### src/slc_pkg.sv
// Constants and types shared by the transmit link configuration register bank
package slc_pkg;

	// Register indices; the byte address on the bus is four times the index
	localparam logic [9:0] SLC_IDX_LINK_ENABLE = 10'h200;
	localparam logic [9:0] SLC_IDX_SW_SYNC = 10'h203;
	localparam logic [9:0] SLC_IDX_LINK_CONTROL = 10'h204;
	localparam logic [9:0] SLC_IDX_TEST_CONTROL = 10'h205;
	localparam logic [9:0] SLC_IDX_DEVICE_IDENT = 10'h206;
	localparam logic [9:0] SLC_IDX_FRAME_END_CHAR = 10'h207;
	localparam logic [9:0] SLC_IDX_CFG_STATUS = 10'h2F0;

	// Reset values
	localparam logic SLC_RST_LINK_ENABLE = 1'b1;
	localparam logic SLC_RST_SW_SYNC_N = 1'b1;
	localparam logic [7:0] SLC_RST_LINK_CONTROL = 8'h03;
	localparam logic [7:0] SLC_RST_TEST_CONTROL = 8'h00;
	localparam logic [7:0] SLC_RST_DEVICE_IDENT = 8'h00;
	localparam logic [7:0] SLC_RST_FRAME_END_CHAR = 8'h00;

	// Field positions in link_control
	localparam int SLC_POS_SCRAMBLER_ENABLE = 0;
	localparam int SLC_POS_SAMPLE_FORMAT = 1;
	localparam int SLC_POS_SYNC_SEL_LO = 2;
	localparam int SLC_POS_UPPER_LANES = 4;

	// Sync source selections
	localparam logic [1:0] SLC_SYNC_DEDICATED = 2'h0;
	localparam logic [1:0] SLC_SYNC_TIMESTAMP = 2'h1;
	localparam logic [1:0] SLC_SYNC_SOFTWARE = 2'h2;

	// Lane enable patterns per link
	localparam logic [7:0] SLC_LANES_LOWER = 8'h0F;
	localparam logic [7:0] SLC_LANES_UPPER = 8'hF0;
	localparam logic [7:0] SLC_LANES_OFF = 8'h00;

	// Test pattern codes
	typedef enum logic [4:0] {
		SLC_PAT_NORMAL = 5'h00,
		SLC_PAT_PRBS7 = 5'h01,
		SLC_PAT_PRBS15 = 5'h02,
		SLC_PAT_PRBS23 = 5'h03,
		SLC_PAT_RAMP = 5'h04,
		SLC_PAT_TRANSPORT = 5'h05,
		SLC_PAT_D21_5 = 5'h06,
		SLC_PAT_K28_5 = 5'h07,
		SLC_PAT_REPEAT_ILAS = 5'h08,
		SLC_PAT_MOD_RPAT = 5'h09,
		SLC_PAT_HOLD_LOW = 5'h0A,
		SLC_PAT_HOLD_HIGH = 5'h0B,
		SLC_PAT_PRBS9 = 5'h0D,
		SLC_PAT_PRBS31 = 5'h0E,
		SLC_PAT_CLOCK = 5'h0F,
		SLC_PAT_K28_7 = 5'h10
	} slc_pattern_type;

	// End-of-frame comma selections and their 8-bit control codes
	localparam logic [1:0] SLC_EOF_K28_7 = 2'h0;
	localparam logic [1:0] SLC_EOF_K28_1 = 2'h1;
	localparam logic [1:0] SLC_EOF_K28_5 = 2'h2;
	localparam logic [7:0] SLC_CHAR_K28_7 = 8'hFC;
	localparam logic [7:0] SLC_CHAR_K28_1 = 8'h3C;
	localparam logic [7:0] SLC_CHAR_K28_5 = 8'hBC;

endpackage

### src/slc_tx_config_regs.sv
// Transmit link configuration registers behind a classic Wishbone slave
// How it works
// - Mapping clear: lower four lanes per link
// - Mapping set: upper four lanes per link
// - Sync source: dedicated pin, timestamp, or software only
// - Sample format bit picks offset/two's, resets one
// - Scrambler bit controls 8b/10b scrambling, resets one
// - 64b/66b always scrambles, ignoring the bit
// - Test field: normal, PRBS codes, reserved codes
// - Test field: ramp, transport, D21.5, hold, clock
// - K28.5, ILAS, RPAT, K28.7 tests need 8b/10b
// - Link A sends identifier, link B identifier+1
// - Identifier bit zero ignored, reads zero
// - End-of-frame field picks K28.7, K28.1, K28.5
// - Link disabled: hold reset, power down, gate clocks
// - Software sync bit low raises sync request
`timescale 1ns/1ps
`default_nettype none

module slc_tx_config_regs
	import slc_pkg::*;
(
	input wire logic core_clk,
	input wire logic rst,
	input wire logic wb_cyc_i,
	input wire logic wb_stb_i,
	input wire logic wb_we_i,
	input wire logic [11:0] wb_adr_i,
	input wire logic [31:0] wb_dat_i,
	input wire logic [3:0] wb_sel_i,
	output logic [31:0] wb_dat_o,
	output logic wb_ack_o,
	input wire logic dedicatedSyncInN,
	input wire logic timestampInN,
	input wire logic timestampReceiverEnable,
	input wire logic linkMode8b10b,
	output logic [7:0] laneEnableA,
	output logic [7:0] laneEnableB,
	output logic linkResetHold,
	output logic serializerPowerDown,
	output logic linkClockEnable,
	output logic syncRequest,
	output logic sampleTwosComplement,
	output logic scrambleActive,
	output logic [4:0] testPatternSelect,
	output logic testPatternRejected,
	output logic [7:0] ilasDeviceIdentA,
	output logic [7:0] ilasDeviceIdentB,
	output logic [7:0] endOfFrameComma
);

	typedef struct packed {
		logic linkEnable;
		logic swSyncN;
		logic [7:0] linkControl;
		logic [7:0] testControl;
		logic [7:0] deviceIdent;
		logic [7:0] frameEndChar;
		logic [2:0] syncPinSr;
		logic [2:0] tsPinSr;
		logic syncPinLevel;
		logic tsPinLevel;
		logic ack;
		logic [31:0] readData;
		logic [7:0] laneA;
		logic [7:0] laneB;
		logic linkHold;
		logic syncReq;
		logic twosComp;
		logic scramble;
		logic [4:0] pattern;
		logic patternBad;
		logic [7:0] identA;
		logic [7:0] identB;
		logic [7:0] eofChar;
	} slc_state_type;

	localparam slc_state_type SLC_RST_STATE = '{
		linkEnable: SLC_RST_LINK_ENABLE,
		swSyncN: SLC_RST_SW_SYNC_N,
		linkControl: SLC_RST_LINK_CONTROL,
		testControl: SLC_RST_TEST_CONTROL,
		deviceIdent: SLC_RST_DEVICE_IDENT,
		frameEndChar: SLC_RST_FRAME_END_CHAR,
		syncPinSr: 3'h7,
		tsPinSr: 3'h7,
		syncPinLevel: 1'b1,
		tsPinLevel: 1'b1,
		ack: 1'b0,
		readData: 32'h0000_0000,
		laneA: SLC_LANES_OFF,
		laneB: SLC_LANES_OFF,
		linkHold: 1'b1,
		syncReq: 1'b0,
		twosComp: 1'b1,
		scramble: 1'b1,
		pattern: SLC_PAT_NORMAL,
		patternBad: 1'b0,
		identA: 8'h00,
		identB: 8'h01,
		eofChar: SLC_CHAR_K28_7
	};

	slc_state_type state_ff;
	slc_state_type nxt_state;

	// Unsupported or reserved codes fall back to normal data rather than an undefined pattern
	function automatic logic [4:0] slcPatternEffective(input logic [4:0] code, input logic mode8b10b);
		case (code)
			SLC_PAT_NORMAL, SLC_PAT_PRBS7, SLC_PAT_PRBS15, SLC_PAT_PRBS23, SLC_PAT_PRBS9, SLC_PAT_PRBS31: begin
				return code;
			end
			SLC_PAT_RAMP, SLC_PAT_TRANSPORT, SLC_PAT_D21_5, SLC_PAT_HOLD_LOW, SLC_PAT_HOLD_HIGH, SLC_PAT_CLOCK: begin
				return code;
			end
			SLC_PAT_K28_5, SLC_PAT_REPEAT_ILAS, SLC_PAT_MOD_RPAT, SLC_PAT_K28_7: begin
				return mode8b10b ? code : SLC_PAT_NORMAL;
			end
			default: begin
				return SLC_PAT_NORMAL;
			end
		endcase
	endfunction

	// Reserved selection falls back to the default comma
	function automatic logic [7:0] slcCommaChar(input logic [1:0] sel);
		case (sel)
			SLC_EOF_K28_1: begin
				return SLC_CHAR_K28_1;
			end
			SLC_EOF_K28_5: begin
				return SLC_CHAR_K28_5;
			end
			default: begin
				return SLC_CHAR_K28_7;
			end
		endcase
	endfunction

	logic [9:0] busIndex;
	logic busWrite;
	logic [1:0] syncSel;
	logic [7:0] evenIdent;

	assign busIndex = wb_adr_i[11:2];
	// Writes land on the edge where the master sees ack; a request held past ack is acked and applied again every second cycle
	assign busWrite = state_ff.ack && wb_cyc_i && wb_stb_i && wb_we_i && wb_sel_i[0];
	assign syncSel = state_ff.linkControl[SLC_POS_SYNC_SEL_LO +: 2];
	assign evenIdent = {state_ff.deviceIdent[7:1], 1'b0};

	always_comb begin
		nxt_state = state_ff;

		// Three-stage pin sampling; only the second and third stages are compared
		nxt_state.syncPinSr = {state_ff.syncPinSr[1:0], dedicatedSyncInN};
		nxt_state.tsPinSr = {state_ff.tsPinSr[1:0], timestampInN};
		if (state_ff.syncPinSr[1] == state_ff.syncPinSr[2]) begin
			nxt_state.syncPinLevel = state_ff.syncPinSr[2];
		end
		if (state_ff.tsPinSr[1] == state_ff.tsPinSr[2]) begin
			nxt_state.tsPinLevel = state_ff.tsPinSr[2];
		end

		// One-cycle ack; unmapped addresses still answer with zero data
		nxt_state.ack = wb_cyc_i && wb_stb_i && !state_ff.ack;
		nxt_state.readData = 32'h0000_0000;
		if (wb_cyc_i && wb_stb_i && !state_ff.ack && !wb_we_i) begin
			case (busIndex)
				SLC_IDX_LINK_ENABLE: begin
					nxt_state.readData = {31'h0000_0000, state_ff.linkEnable};
				end
				SLC_IDX_SW_SYNC: begin
					nxt_state.readData = {31'h0000_0000, state_ff.swSyncN};
				end
				SLC_IDX_LINK_CONTROL: begin
					nxt_state.readData = {24'h00_0000, state_ff.linkControl};
				end
				SLC_IDX_TEST_CONTROL: begin
					nxt_state.readData = {24'h00_0000, state_ff.testControl};
				end
				SLC_IDX_DEVICE_IDENT: begin
					nxt_state.readData = {24'h00_0000, evenIdent};
				end
				SLC_IDX_FRAME_END_CHAR: begin
					nxt_state.readData = {24'h00_0000, state_ff.frameEndChar};
				end
				SLC_IDX_CFG_STATUS: begin
					nxt_state.readData = {29'h0000_0000, state_ff.patternBad, state_ff.scramble, state_ff.syncReq};
				end
				default: begin
					nxt_state.readData = 32'h0000_0000;
				end
			endcase
		end

		if (busWrite) begin
			case (busIndex)
				SLC_IDX_LINK_ENABLE: begin
					nxt_state.linkEnable = wb_dat_i[0];
				end
				SLC_IDX_SW_SYNC: begin
					nxt_state.swSyncN = wb_dat_i[0];
				end
				SLC_IDX_LINK_CONTROL: begin
					nxt_state.linkControl = wb_dat_i[7:0];
				end
				SLC_IDX_TEST_CONTROL: begin
					nxt_state.testControl = wb_dat_i[7:0];
				end
				SLC_IDX_DEVICE_IDENT: begin
					nxt_state.deviceIdent = {wb_dat_i[7:1], 1'b0};
				end
				SLC_IDX_FRAME_END_CHAR: begin
					nxt_state.frameEndChar = wb_dat_i[7:0];
				end
				default: begin
					nxt_state.linkEnable = state_ff.linkEnable;
				end
			endcase
		end

		// Link outputs; settings take effect whenever written, software is expected to disable first
		nxt_state.linkHold = !state_ff.linkEnable;
		if (!state_ff.linkEnable) begin
			nxt_state.laneA = SLC_LANES_OFF;
			nxt_state.laneB = SLC_LANES_OFF;
		end else if (state_ff.linkControl[SLC_POS_UPPER_LANES]) begin
			nxt_state.laneA = SLC_LANES_UPPER;
			nxt_state.laneB = SLC_LANES_UPPER;
		end else begin
			nxt_state.laneA = SLC_LANES_LOWER;
			nxt_state.laneB = SLC_LANES_LOWER;
		end

		// Software request always counts; a stuck pin is released by selecting any other source
		nxt_state.syncReq = !state_ff.swSyncN;
		case (syncSel)
			SLC_SYNC_DEDICATED: begin
				nxt_state.syncReq = !state_ff.swSyncN || !state_ff.syncPinLevel;
			end
			SLC_SYNC_TIMESTAMP: begin
				nxt_state.syncReq = !state_ff.swSyncN || (timestampReceiverEnable && !state_ff.tsPinLevel);
			end
			default: begin
				nxt_state.syncReq = !state_ff.swSyncN;
			end
		endcase

		nxt_state.twosComp = state_ff.linkControl[SLC_POS_SAMPLE_FORMAT];
		nxt_state.scramble = linkMode8b10b ? state_ff.linkControl[SLC_POS_SCRAMBLER_ENABLE] : 1'b1;
		nxt_state.pattern = slcPatternEffective(state_ff.testControl[4:0], linkMode8b10b);
		nxt_state.patternBad = slcPatternEffective(state_ff.testControl[4:0], linkMode8b10b) != state_ff.testControl[4:0];
		nxt_state.identA = evenIdent;
		nxt_state.identB = evenIdent + 8'h01;
		nxt_state.eofChar = slcCommaChar(state_ff.frameEndChar[1:0]);
	end

	always_ff @(posedge core_clk) begin
		if (rst) begin
			state_ff <= SLC_RST_STATE;
		end else begin
			state_ff <= nxt_state;
		end
	end

	assign wb_dat_o = state_ff.readData;
	assign wb_ack_o = state_ff.ack;
	assign laneEnableA = state_ff.laneA;
	assign laneEnableB = state_ff.laneB;
	assign linkResetHold = state_ff.linkHold;
	assign serializerPowerDown = state_ff.linkHold;
	assign linkClockEnable = !state_ff.linkHold;
	assign syncRequest = state_ff.syncReq;
	assign sampleTwosComplement = state_ff.twosComp;
	assign scrambleActive = state_ff.scramble;
	assign testPatternSelect = state_ff.pattern;
	assign testPatternRejected = state_ff.patternBad;
	assign ilasDeviceIdentA = state_ff.identA;
	assign ilasDeviceIdentB = state_ff.identB;
	assign endOfFrameComma = state_ff.eofChar;

	lanes_lower_a: assert property (@(posedge core_clk) disable iff (rst)
		(state_ff.linkEnable && !state_ff.linkControl[SLC_POS_UPPER_LANES])
		|=> (laneEnableA == SLC_LANES_LOWER) && (laneEnableB == SLC_LANES_LOWER))
		else $error("lower lane mapping not applied");

	lanes_upper_a: assert property (@(posedge core_clk) disable iff (rst)
		(state_ff.linkEnable && state_ff.linkControl[SLC_POS_UPPER_LANES])
		|=> (laneEnableA == SLC_LANES_UPPER) && (laneEnableB == SLC_LANES_UPPER))
		else $error("upper lane mapping not applied");

	link_disabled_a: assert property (@(posedge core_clk) disable iff (rst)
		!state_ff.linkEnable |=> linkResetHold && serializerPowerDown && !linkClockEnable && (laneEnableA == SLC_LANES_OFF))
		else $error("disabled link not held off");

	pin_sync_a: assert property (@(posedge core_clk) disable iff (rst)
		(syncSel == SLC_SYNC_DEDICATED && !state_ff.syncPinLevel) |=> syncRequest)
		else $error("dedicated pin sync request missed");

	soft_only_a: assert property (@(posedge core_clk) disable iff (rst)
		(syncSel == SLC_SYNC_SOFTWARE && state_ff.swSyncN) [*2] |-> !syncRequest)
		else $error("pin leaked into software-only sync");

	soft_sync_a: assert property (@(posedge core_clk) disable iff (rst)
		!state_ff.swSyncN |=> syncRequest)
		else $error("software sync request ignored");

	scramble_mode_a: assert property (@(posedge core_clk) disable iff (rst)
		linkMode8b10b |=> scrambleActive == $past(state_ff.linkControl[SLC_POS_SCRAMBLER_ENABLE]))
		else $error("8b/10b scrambling does not follow the bit");

	scramble_force_a: assert property (@(posedge core_clk) disable iff (rst)
		!linkMode8b10b |=> scrambleActive)
		else $error("64b/66b scrambling not forced");

	format_follow_a: assert property (@(posedge core_clk) disable iff (rst)
		1'b1 |=> sampleTwosComplement == $past(state_ff.linkControl[SLC_POS_SAMPLE_FORMAT]))
		else $error("sample format output stale");

	reset_values_a: assert property (@(posedge core_clk)
		$fell(rst) |-> (state_ff.linkControl == SLC_RST_LINK_CONTROL) && (state_ff.testControl == SLC_RST_TEST_CONTROL)
		&& (state_ff.frameEndChar == SLC_RST_FRAME_END_CHAR) && sampleTwosComplement && scrambleActive)
		else $error("register reset values wrong");

	test_gate_a: assert property (@(posedge core_clk) disable iff (rst)
		(state_ff.testControl[4:0] == SLC_PAT_K28_7 && !linkMode8b10b) |=> testPatternSelect == SLC_PAT_NORMAL && testPatternRejected)
		else $error("8b/10b-only test pattern used in 64b/66b");

	test_reserved_a: assert property (@(posedge core_clk) disable iff (rst)
		(state_ff.testControl[4:0] == 5'h0C || state_ff.testControl[4:0] > SLC_PAT_K28_7)
		|=> testPatternSelect == SLC_PAT_NORMAL && testPatternRejected)
		else $error("reserved test code not rejected");

	test_pass_a: assert property (@(posedge core_clk) disable iff (rst)
		(state_ff.testControl[4:0] == SLC_PAT_CLOCK) |=> testPatternSelect == SLC_PAT_CLOCK && !testPatternRejected)
		else $error("clock pattern not selected");

	ident_pair_a: assert property (@(posedge core_clk) disable iff (rst)
		ilasDeviceIdentB == ilasDeviceIdentA + 8'h01 && !ilasDeviceIdentA[0])
		else $error("link identifiers not paired");

	ident_read_a: assert property (@(posedge core_clk) disable iff (rst)
		(wb_cyc_i && wb_stb_i && !wb_ack_o && !wb_we_i && busIndex == SLC_IDX_DEVICE_IDENT) |=> !wb_dat_o[0])
		else $error("identifier bit zero read as one");

	comma_pick_a: assert property (@(posedge core_clk) disable iff (rst)
		(state_ff.frameEndChar[1:0] == SLC_EOF_K28_5) |=> endOfFrameComma == SLC_CHAR_K28_5)
		else $error("end-of-frame comma not K28.5");

	ack_pulse_a: assert property (@(posedge core_clk) disable iff (rst)
		wb_ack_o |=> !wb_ack_o)
		else $error("ack held over two cycles");

endmodule

`default_nettype wire

### config.mk
export PLATFORM = sky130hd
export DESIGN_NAME = slc_tx_config_regs
export DESIGN_NICKNAME = d
export VERILOG_FILES = /design/src/slc_pkg.sv /design/src/slc_tx_config_regs.sv
export SDC_FILE = /design/constraint.sdc
export NUM_CORES = 1
export LEC_CHECK = 0
export BUFFER_PORTS_ARGS = -buffer_cell sky130_fd_sc_hd__buf_2
export CAP_MARGIN = 40
export CORE_ASPECT_RATIO = 0.7
export CORE_MARGIN = 2
export CORE_UTILIZATION = 43
export CTS_CLUSTER_SIZE = 14
export DETAILED_ROUTE_END_ITERATION = 8
export GPL_ROUTABILITY_DRIVEN = 0
export PLACE_DENSITY = 0.76
export SYNTH_ARGS = -nofsm -noshare
export SYNTH_HDL_FRONTEND = slang
export SYNTH_SLANG_ARGS = --single-unit
export TNS_END_PERCENT = 50
### constraint.sdc
create_clock -name core_clk -period 1.65 [get_ports core_clk]
set_input_delay 0.165 -clock core_clk [delete_from_list [all_inputs] [get_ports core_clk]]
set_output_delay 0.165 -clock core_clk [all_outputs]
set_load 0.05 [all_outputs]
==> out/qor.yml, run 1 <==
clock_network:
  postCtsSetupBuffers: 0
  root_buffer: "clkbuf_16"
  cts.sinks: 71
  htree_levels: 3
  cts_buffer_depth: 2
  insertion_delay_ps: 330
  cts_tree: "done"
  clk_pin_slew_ps: 60
  cts_hold_buf: 0
  cts_buffers: 9
  cts_resized: 0
detailed_routing:
  drt_first_pass_iters: 4
  vias: 2257
  drt-vias-per-instance: 4.625
  ant_nets: 0
  drt_wl_total_mm: 6.475
  drc: 0
  wl_per_cell_um: 13.27
  drtIter0Drc: 83
sta:
  min_period_ps: 1482
  max_freq_mhz: 675.0
  setup_viol: 0
  relSlewSlack: 0.6404
  slew_violations: 0
  rsz0062_at_grt: "no"
  worst_slack_ps: 168.5
  worst_pin_slew_ps: 534.4
  finalClockSkew_ps: 5.158
  hold_ws_ps: 13.61
  hold_viol: 0
  min_period_over_period: 0.8979
  setup-tns-final_ps: 0
cells_and_area:
  final_core_util: 0.4923
  layout_commonest_cell: "buf_2"
  mostFrequentLayoutCells: "buf_2, dfxtp_1, nand2b_1"
  final_nets: 440
  layout-drive-gt1-share: 0.3566
  num_antenna_cells: 0
  syn2layout_area_growth_pct: 12.80
floorplanning:
  dieArea_mm2: 0.008623
  chipHeight_um: 78.30
  die-width_um: 110.1
  initial_utilization: 0.4364
  num_io_pins: 142
  core_mm2: 0.007770
  fp-row-count: 27
critical_path:
  timing_worst_setup_path_type: "flop to flop"
  timing.rr.end: "testPatternRejected"
  cp-start-kind: "flop"
  ff2ff_path_depth: 4
  r2r-start: "state_ff[109]"
  r2r_setup_slack_ps: 170
  required_ps: 1920
  crit_arrival_ps: 1750
  crit_path_end_kind: "flop"
  path_max_fanout: 6
synth:
  synth_ff_type: "dfxtp_1"
  syn_area_per_cell_um2: 10.09
  seq_area_frac_synth: 0.4192
  postSynthCellCount: 336
  synthArstFlopShare: 0
  synth.distinct_cells: 47
  syn_area_mm2: 0.003391
  ys_seq_elements: 71
  yosysWarnings: 0
  synth_edf_count: 0
hold_path:
  min_path_cells: 2
  hold_path.class: "input port to flop"
  hold_end: "nxt_state[89]"
  hp-start: "dedicatedSyncInN"
placement:
  io_buffers: 80
  pre_cts_ws_ps: -146.5
  dpl.hpwl_mm: 4.710
global_route:
  antenna_found_initial: 0
  grt_max_degree: 36
  grt_use_total: 0.1545
  grt_pass1_vias: 2054
  grt_overflow_total: 0
  grt_first_pass_wirelength_mm: 9.942
outcome:
  outcome: "complete, no violations"
pwr:
  power_density_mw_per_mm2: 1093
  ir_worst_vdd_mv: 0.4110
  p_leak_nw: 1.907
run:
  maxCapViolations: 0
-- stage by stage --
stage                     area, um^2  cells  power, mW
final                           3825    488      4.181
after detailed placement        3501    472      2.153
after global placement          3501    472      2.149
after floorplan                 3505    366      2.143
after CTS                       3825    488      4.219
after global routing            3825    488      4.305
-- state kept, by name, summed over array words and instances, names as in the netlist --
name,flops
ilasDeviceIdentB,7
endOfFrameComma,2
nxt_state,5
sampleTwosComplement,1
scrambleActive,1
testPatternSelect,5
linkResetHold,1
testPatternRejected,1
wb_dat_o,8
state_ff,29
laneEnableA,2
wb_ack_o,1
evenIdent,7
syncRequest,1
-- how the worst max path moves through the flow --
| stage | from | endpoint | cells past startpoint |
|---|---|---|---|
| 4_1_cts | wb_ack_o | state_ff[92] | 5 |
| 3_3_place_gp | wb_adr_i[5] | wb_dat_o[0] | 4 |
| 2_1_floorplan | wb_ack_o | state_ff[117] | 5 |
| 6_report | state_ff[109] | testPatternRejected | 4 |
| 3_5_place_dp | wb_adr_i[6] | state_ff[92] | 6 |
| 5_1_grt | state_ff[109] | testPatternRejected | 4 |
-- critical path, cell delays in order, from the launching register on --
cell     delay, ps
dfxtp_1        430
mux2_2         360
o21ai_0        180
a221o_1        270
and2_1         190
-- layer usage --
layer  routed length, um  GRT usage  vias to the layer above
li1                    -          -                     1114
met1                3047     0.2033                     1053
met2                2815     0.2307                       82
met3                 553    0.06478                        8
met4                  59    0.04625                        0
met5                   0          0                        -
-- layout make-up --
type	count	area (um^2)
fillers	685	3945
repair buffers	94	505.5
clock inverters	5	81.33
clock buffers	11	242.7
multi-input cells	195	1405
flip-flops and latches	71	1423
inverters	11	41.29
well taps	101	126.4
-- report_power, final --
part / internal [mW] / total (mW) / switching, mW
logic: 0.0878 / 0.387 / 0.299
registers: 1.73 / 1.73 / 0.00568
clock network: 1.36 / 2.06 / 0.700
total: 3.18 / 4.18 / 1.01
-- cell families (layout without fill, tap and decap cells) --
| group | after synthesis | in the layout | share of synthesized area |
|---|---|---|---|
| and+or+nand+nor | 100 | 100 | 0.1871 |
| buffers and inverters | 100 | 121 | 0.1996 |
| DFF | 71 | 71 | 0.4192 |
| muxes | 40 | 40 | 0.1446 |
| AOI/OAI and AO/OA | 22 | 22 | 0.04354 |
| other | 2 | 32 | 0.002215 |
| adders and majority gates | 1 | 1 | 0.003689 |
-- Yosys cell counts, types with 2 or more instances --
master    count  area share
inv_1        11       0.012
clkbuf_1      8      0.0089
a21oi_1       8       0.012
o21ai_0       2      0.0030
a22oi_1       2      0.0044
nand3_2       2      0.0059
conb_1        2      0.0022
nor2b_1       2      0.0037
mux4_2        7       0.046
nand4_1       2      0.0037
nor3_1        4      0.0059
or2_2         9       0.017
a311oi_1      2      0.0052
mux2_2        2      0.0066
and3_1        6       0.011
nor2_1       14       0.015
dfxtp_1      71        0.42
o21bai_1      2      0.0044
buf_4        78        0.17
nand2_1       4      0.0044
mux2i_1      31       0.092
nor4_1        2      0.0037
nand2b_1     41       0.076
Note: power is estimated with default switching activity, not from simulation.
==> run 2, diff against run 1 <==
==> config.mk (replaced) <==
export PLATFORM = sky130hd
export DESIGN_NAME = slc_tx_config_regs
export DESIGN_NICKNAME = d
export VERILOG_FILES = /design/src/slc_pkg.sv /design/src/slc_tx_config_regs.sv
export SDC_FILE = /design/constraint.sdc
export NUM_CORES = 1
export LEC_CHECK = 0
export CAP_MARGIN = 40
export CORE_MARGIN = 2
export CORE_UTILIZATION = 57
export CTS_CLUSTER_SIZE = 14
export DETAILED_ROUTE_END_ITERATION = 8
export DONT_BUFFER_PORTS = 1
export GPL_ROUTABILITY_DRIVEN = 0
export PLACE_DENSITY = 0.75
export SYNTH_ARGS = -nofsm -noshare
export SYNTH_HDL_FRONTEND = slang
export SYNTH_SLANG_ARGS = --single-unit
export TNS_END_PERCENT = 50
==> out/qor.yml, run 2 (synthesized netlist as in run 1, its figures left out) <==
outcome:
  outcome: "complete, no violations"
cells_and_area:
  largest_reg_flops: 29  # unchanged
  syn2layout_area_growth_pct: 1.181
  design_area_mm2: 0.003431  # -10%
  layout-drive-gt1-share: 0.2074  # -0.1492
  num_antenna_cells: 0  # unchanged
  final_nets: 376  # -15%
  layout_commonest_cell: "dfxtp_1"
  mostFrequentLayoutCells: "dfxtp_1, nand2b_1, conb_1"
  regMostFlops: "state_ff"
  fill_cells: 510  # -26%
clock_network:
  cts_resized: 0  # unchanged
  cts_buffer_depth: 2  # unchanged
  root_buffer: "clkbuf_8"
  htree_levels: 3  # unchanged
  insertion_delay_ps: 330  # about the same
  clk_pin_slew_ps: 70  # about the same
  cts_buffers: 9  # unchanged
  cts.sinks: 71  # unchanged
  cts_tree: "done"
critical_path:
  crit_path_end_kind: "flop"
  ff2ff_path_depth: 5  # +1
  path_max_fanout: 7  # +1
  timing_worst_setup_path_type: "flop to flop"
  required_ps: 1860  # -60 ps
  cp-start-kind: "flop"
  crit_arrival_ps: 1690  # -60 ps
global_route:
  grt_first_pass_wirelength_mm: 10.02  # +0.76%
  grt_pass1_vias: 2120  # +3.2%
  grt_overflow_total: 0  # unchanged
  grt_max_degree: 45  # +25%
  grt_use_total: 0.2100  # +0.05544
  antenna_found_initial: 0  # unchanged
detailed_routing:
  drt_first_pass_iters: 4  # unchanged
  vias: 2075  # -8.1%
  ant_nets: 0  # unchanged
  wl_per_cell_um: 15.87  # +20%
  drtIter0Drc: 79  # -4.8%
  drt_wl_total_mm: 6.317  # -2.4%
  drc: 0  # unchanged
  drt-vias-per-instance: 5.214  # +13%
floorplanning:
  num_io_pins: 142  # unchanged
  dieArea_mm2: 0.006581  # -24%
  initial_utilization: 0.5796  # +0.1432
  core_mm2: 0.005851  # -25%
  die-width_um: 81.13  # -26%
  chipHeight_um: 81.13  # +3.6%
  fp-row-count: 28  # +3.7%
pwr:
  ir_worst_vdd_mv: 0.5882  # +43%
  power_density_mw_per_mm2: 983.1  # -10%
  p_leak_nw: 1.571  # -18%
sta:
  worst_pin_slew_ps: 527.7  # -6.772 ps
  rsz0062_at_grt: "no"
  min_period_ps: 1489  # +7.034 ps
  min_period_over_period: 0.9022  # +0.004263
  relSlewSlack: 0.6471  # +0.006639
  setup_viol: 0  # unchanged
  worst_slack_ps: 161.4  # -7.034 ps
  max_freq_mhz: 671.8  # -0.47%
  hold_viol: 0  # unchanged
  slew_violations: 0  # unchanged
  finalClockSkew_ps: 8.186  # +3.028 ps
placement:
  pre_cts_ws_ps: -58.12  # +88.41 ps
  dpl.hpwl_mm: 4.429  # -6.0%
  place_area_mm2: 0.003161  # -9.7%
  io_buffers: 0  # -100%
hold_path:
  hold_path.class: "input port to flop"
  min_path_cells: 2  # unchanged
run:
  maxCapViolations: 0  # unchanged
-- run 2: layout make-up --
class | instances | area (um^2) | share of cell area
inverter | 11 | 41.29 | 0.01204
timing repair buffer | 30 | 270.3 | 0.07877
clock inverter | 4 | 45.04 | 0.01313
clock buffer | 12 | 145.1 | 0.04230
multi-input combinational | 195 | 1405 | 0.4096
tap | 75 | 93.84 | 0.02735
sequential | 71 | 1430 | 0.4168
-- run 2: path summary, 6_finish.rpt --
kind / startpoint / end / slack (ps)
min: wb_adr_i[3] / state_ff[123] / 20
min reg2reg: nxt_state[89] / nxt_state[90] / 400
max reg2reg: wb_ack_o / evenIdent[2] / 160
max: wb_ack_o / evenIdent[2] / 160
-- run 2: metrics by stage --
stage            util  instances  setup TNS (ps)  hold WS [ps]  power [mW]
3_3_place_gp   0.5402        374          -395.7         246.7       2.068
6_report       0.5864        398               0         24.75       3.373
2_1_floorplan       -        366               0         246.2       2.143
4_1_cts        0.5830        396               0        0.2380       3.407
3_5_place_dp   0.5402        374          -567.1         255.9       2.070
5_1_grt        0.5864        398               0         3.722       3.514
-- run 2: critical path, cell delays in order (launching register included) --
cell     delay (ps)
dfxtp_2         330
nand3_1         100
nor3_4          300
buf_4           170
nand3_2         250
mux2i_1         200
-- run 2: metal layers --
metal	GRT usage	routed length (um)	vias to the layer above
li1	-	-	980
met2	0.3686	3297	87
met5	0	0	-
met4	0.08305	72	0
met1	0.2311	2546	1002
met3	0.07444	401	6
-- run 2: repair_timing --
action,CTS,global route
setup buffers,0,0
endpoints found under the hold margin,18,1
hold buffers,6,2
-- run 2: report_power, final --
group	internal, mW	switching, mW
registers	1.72	0.00460
clock network	0.733	0.586
logic	0.0705	0.258
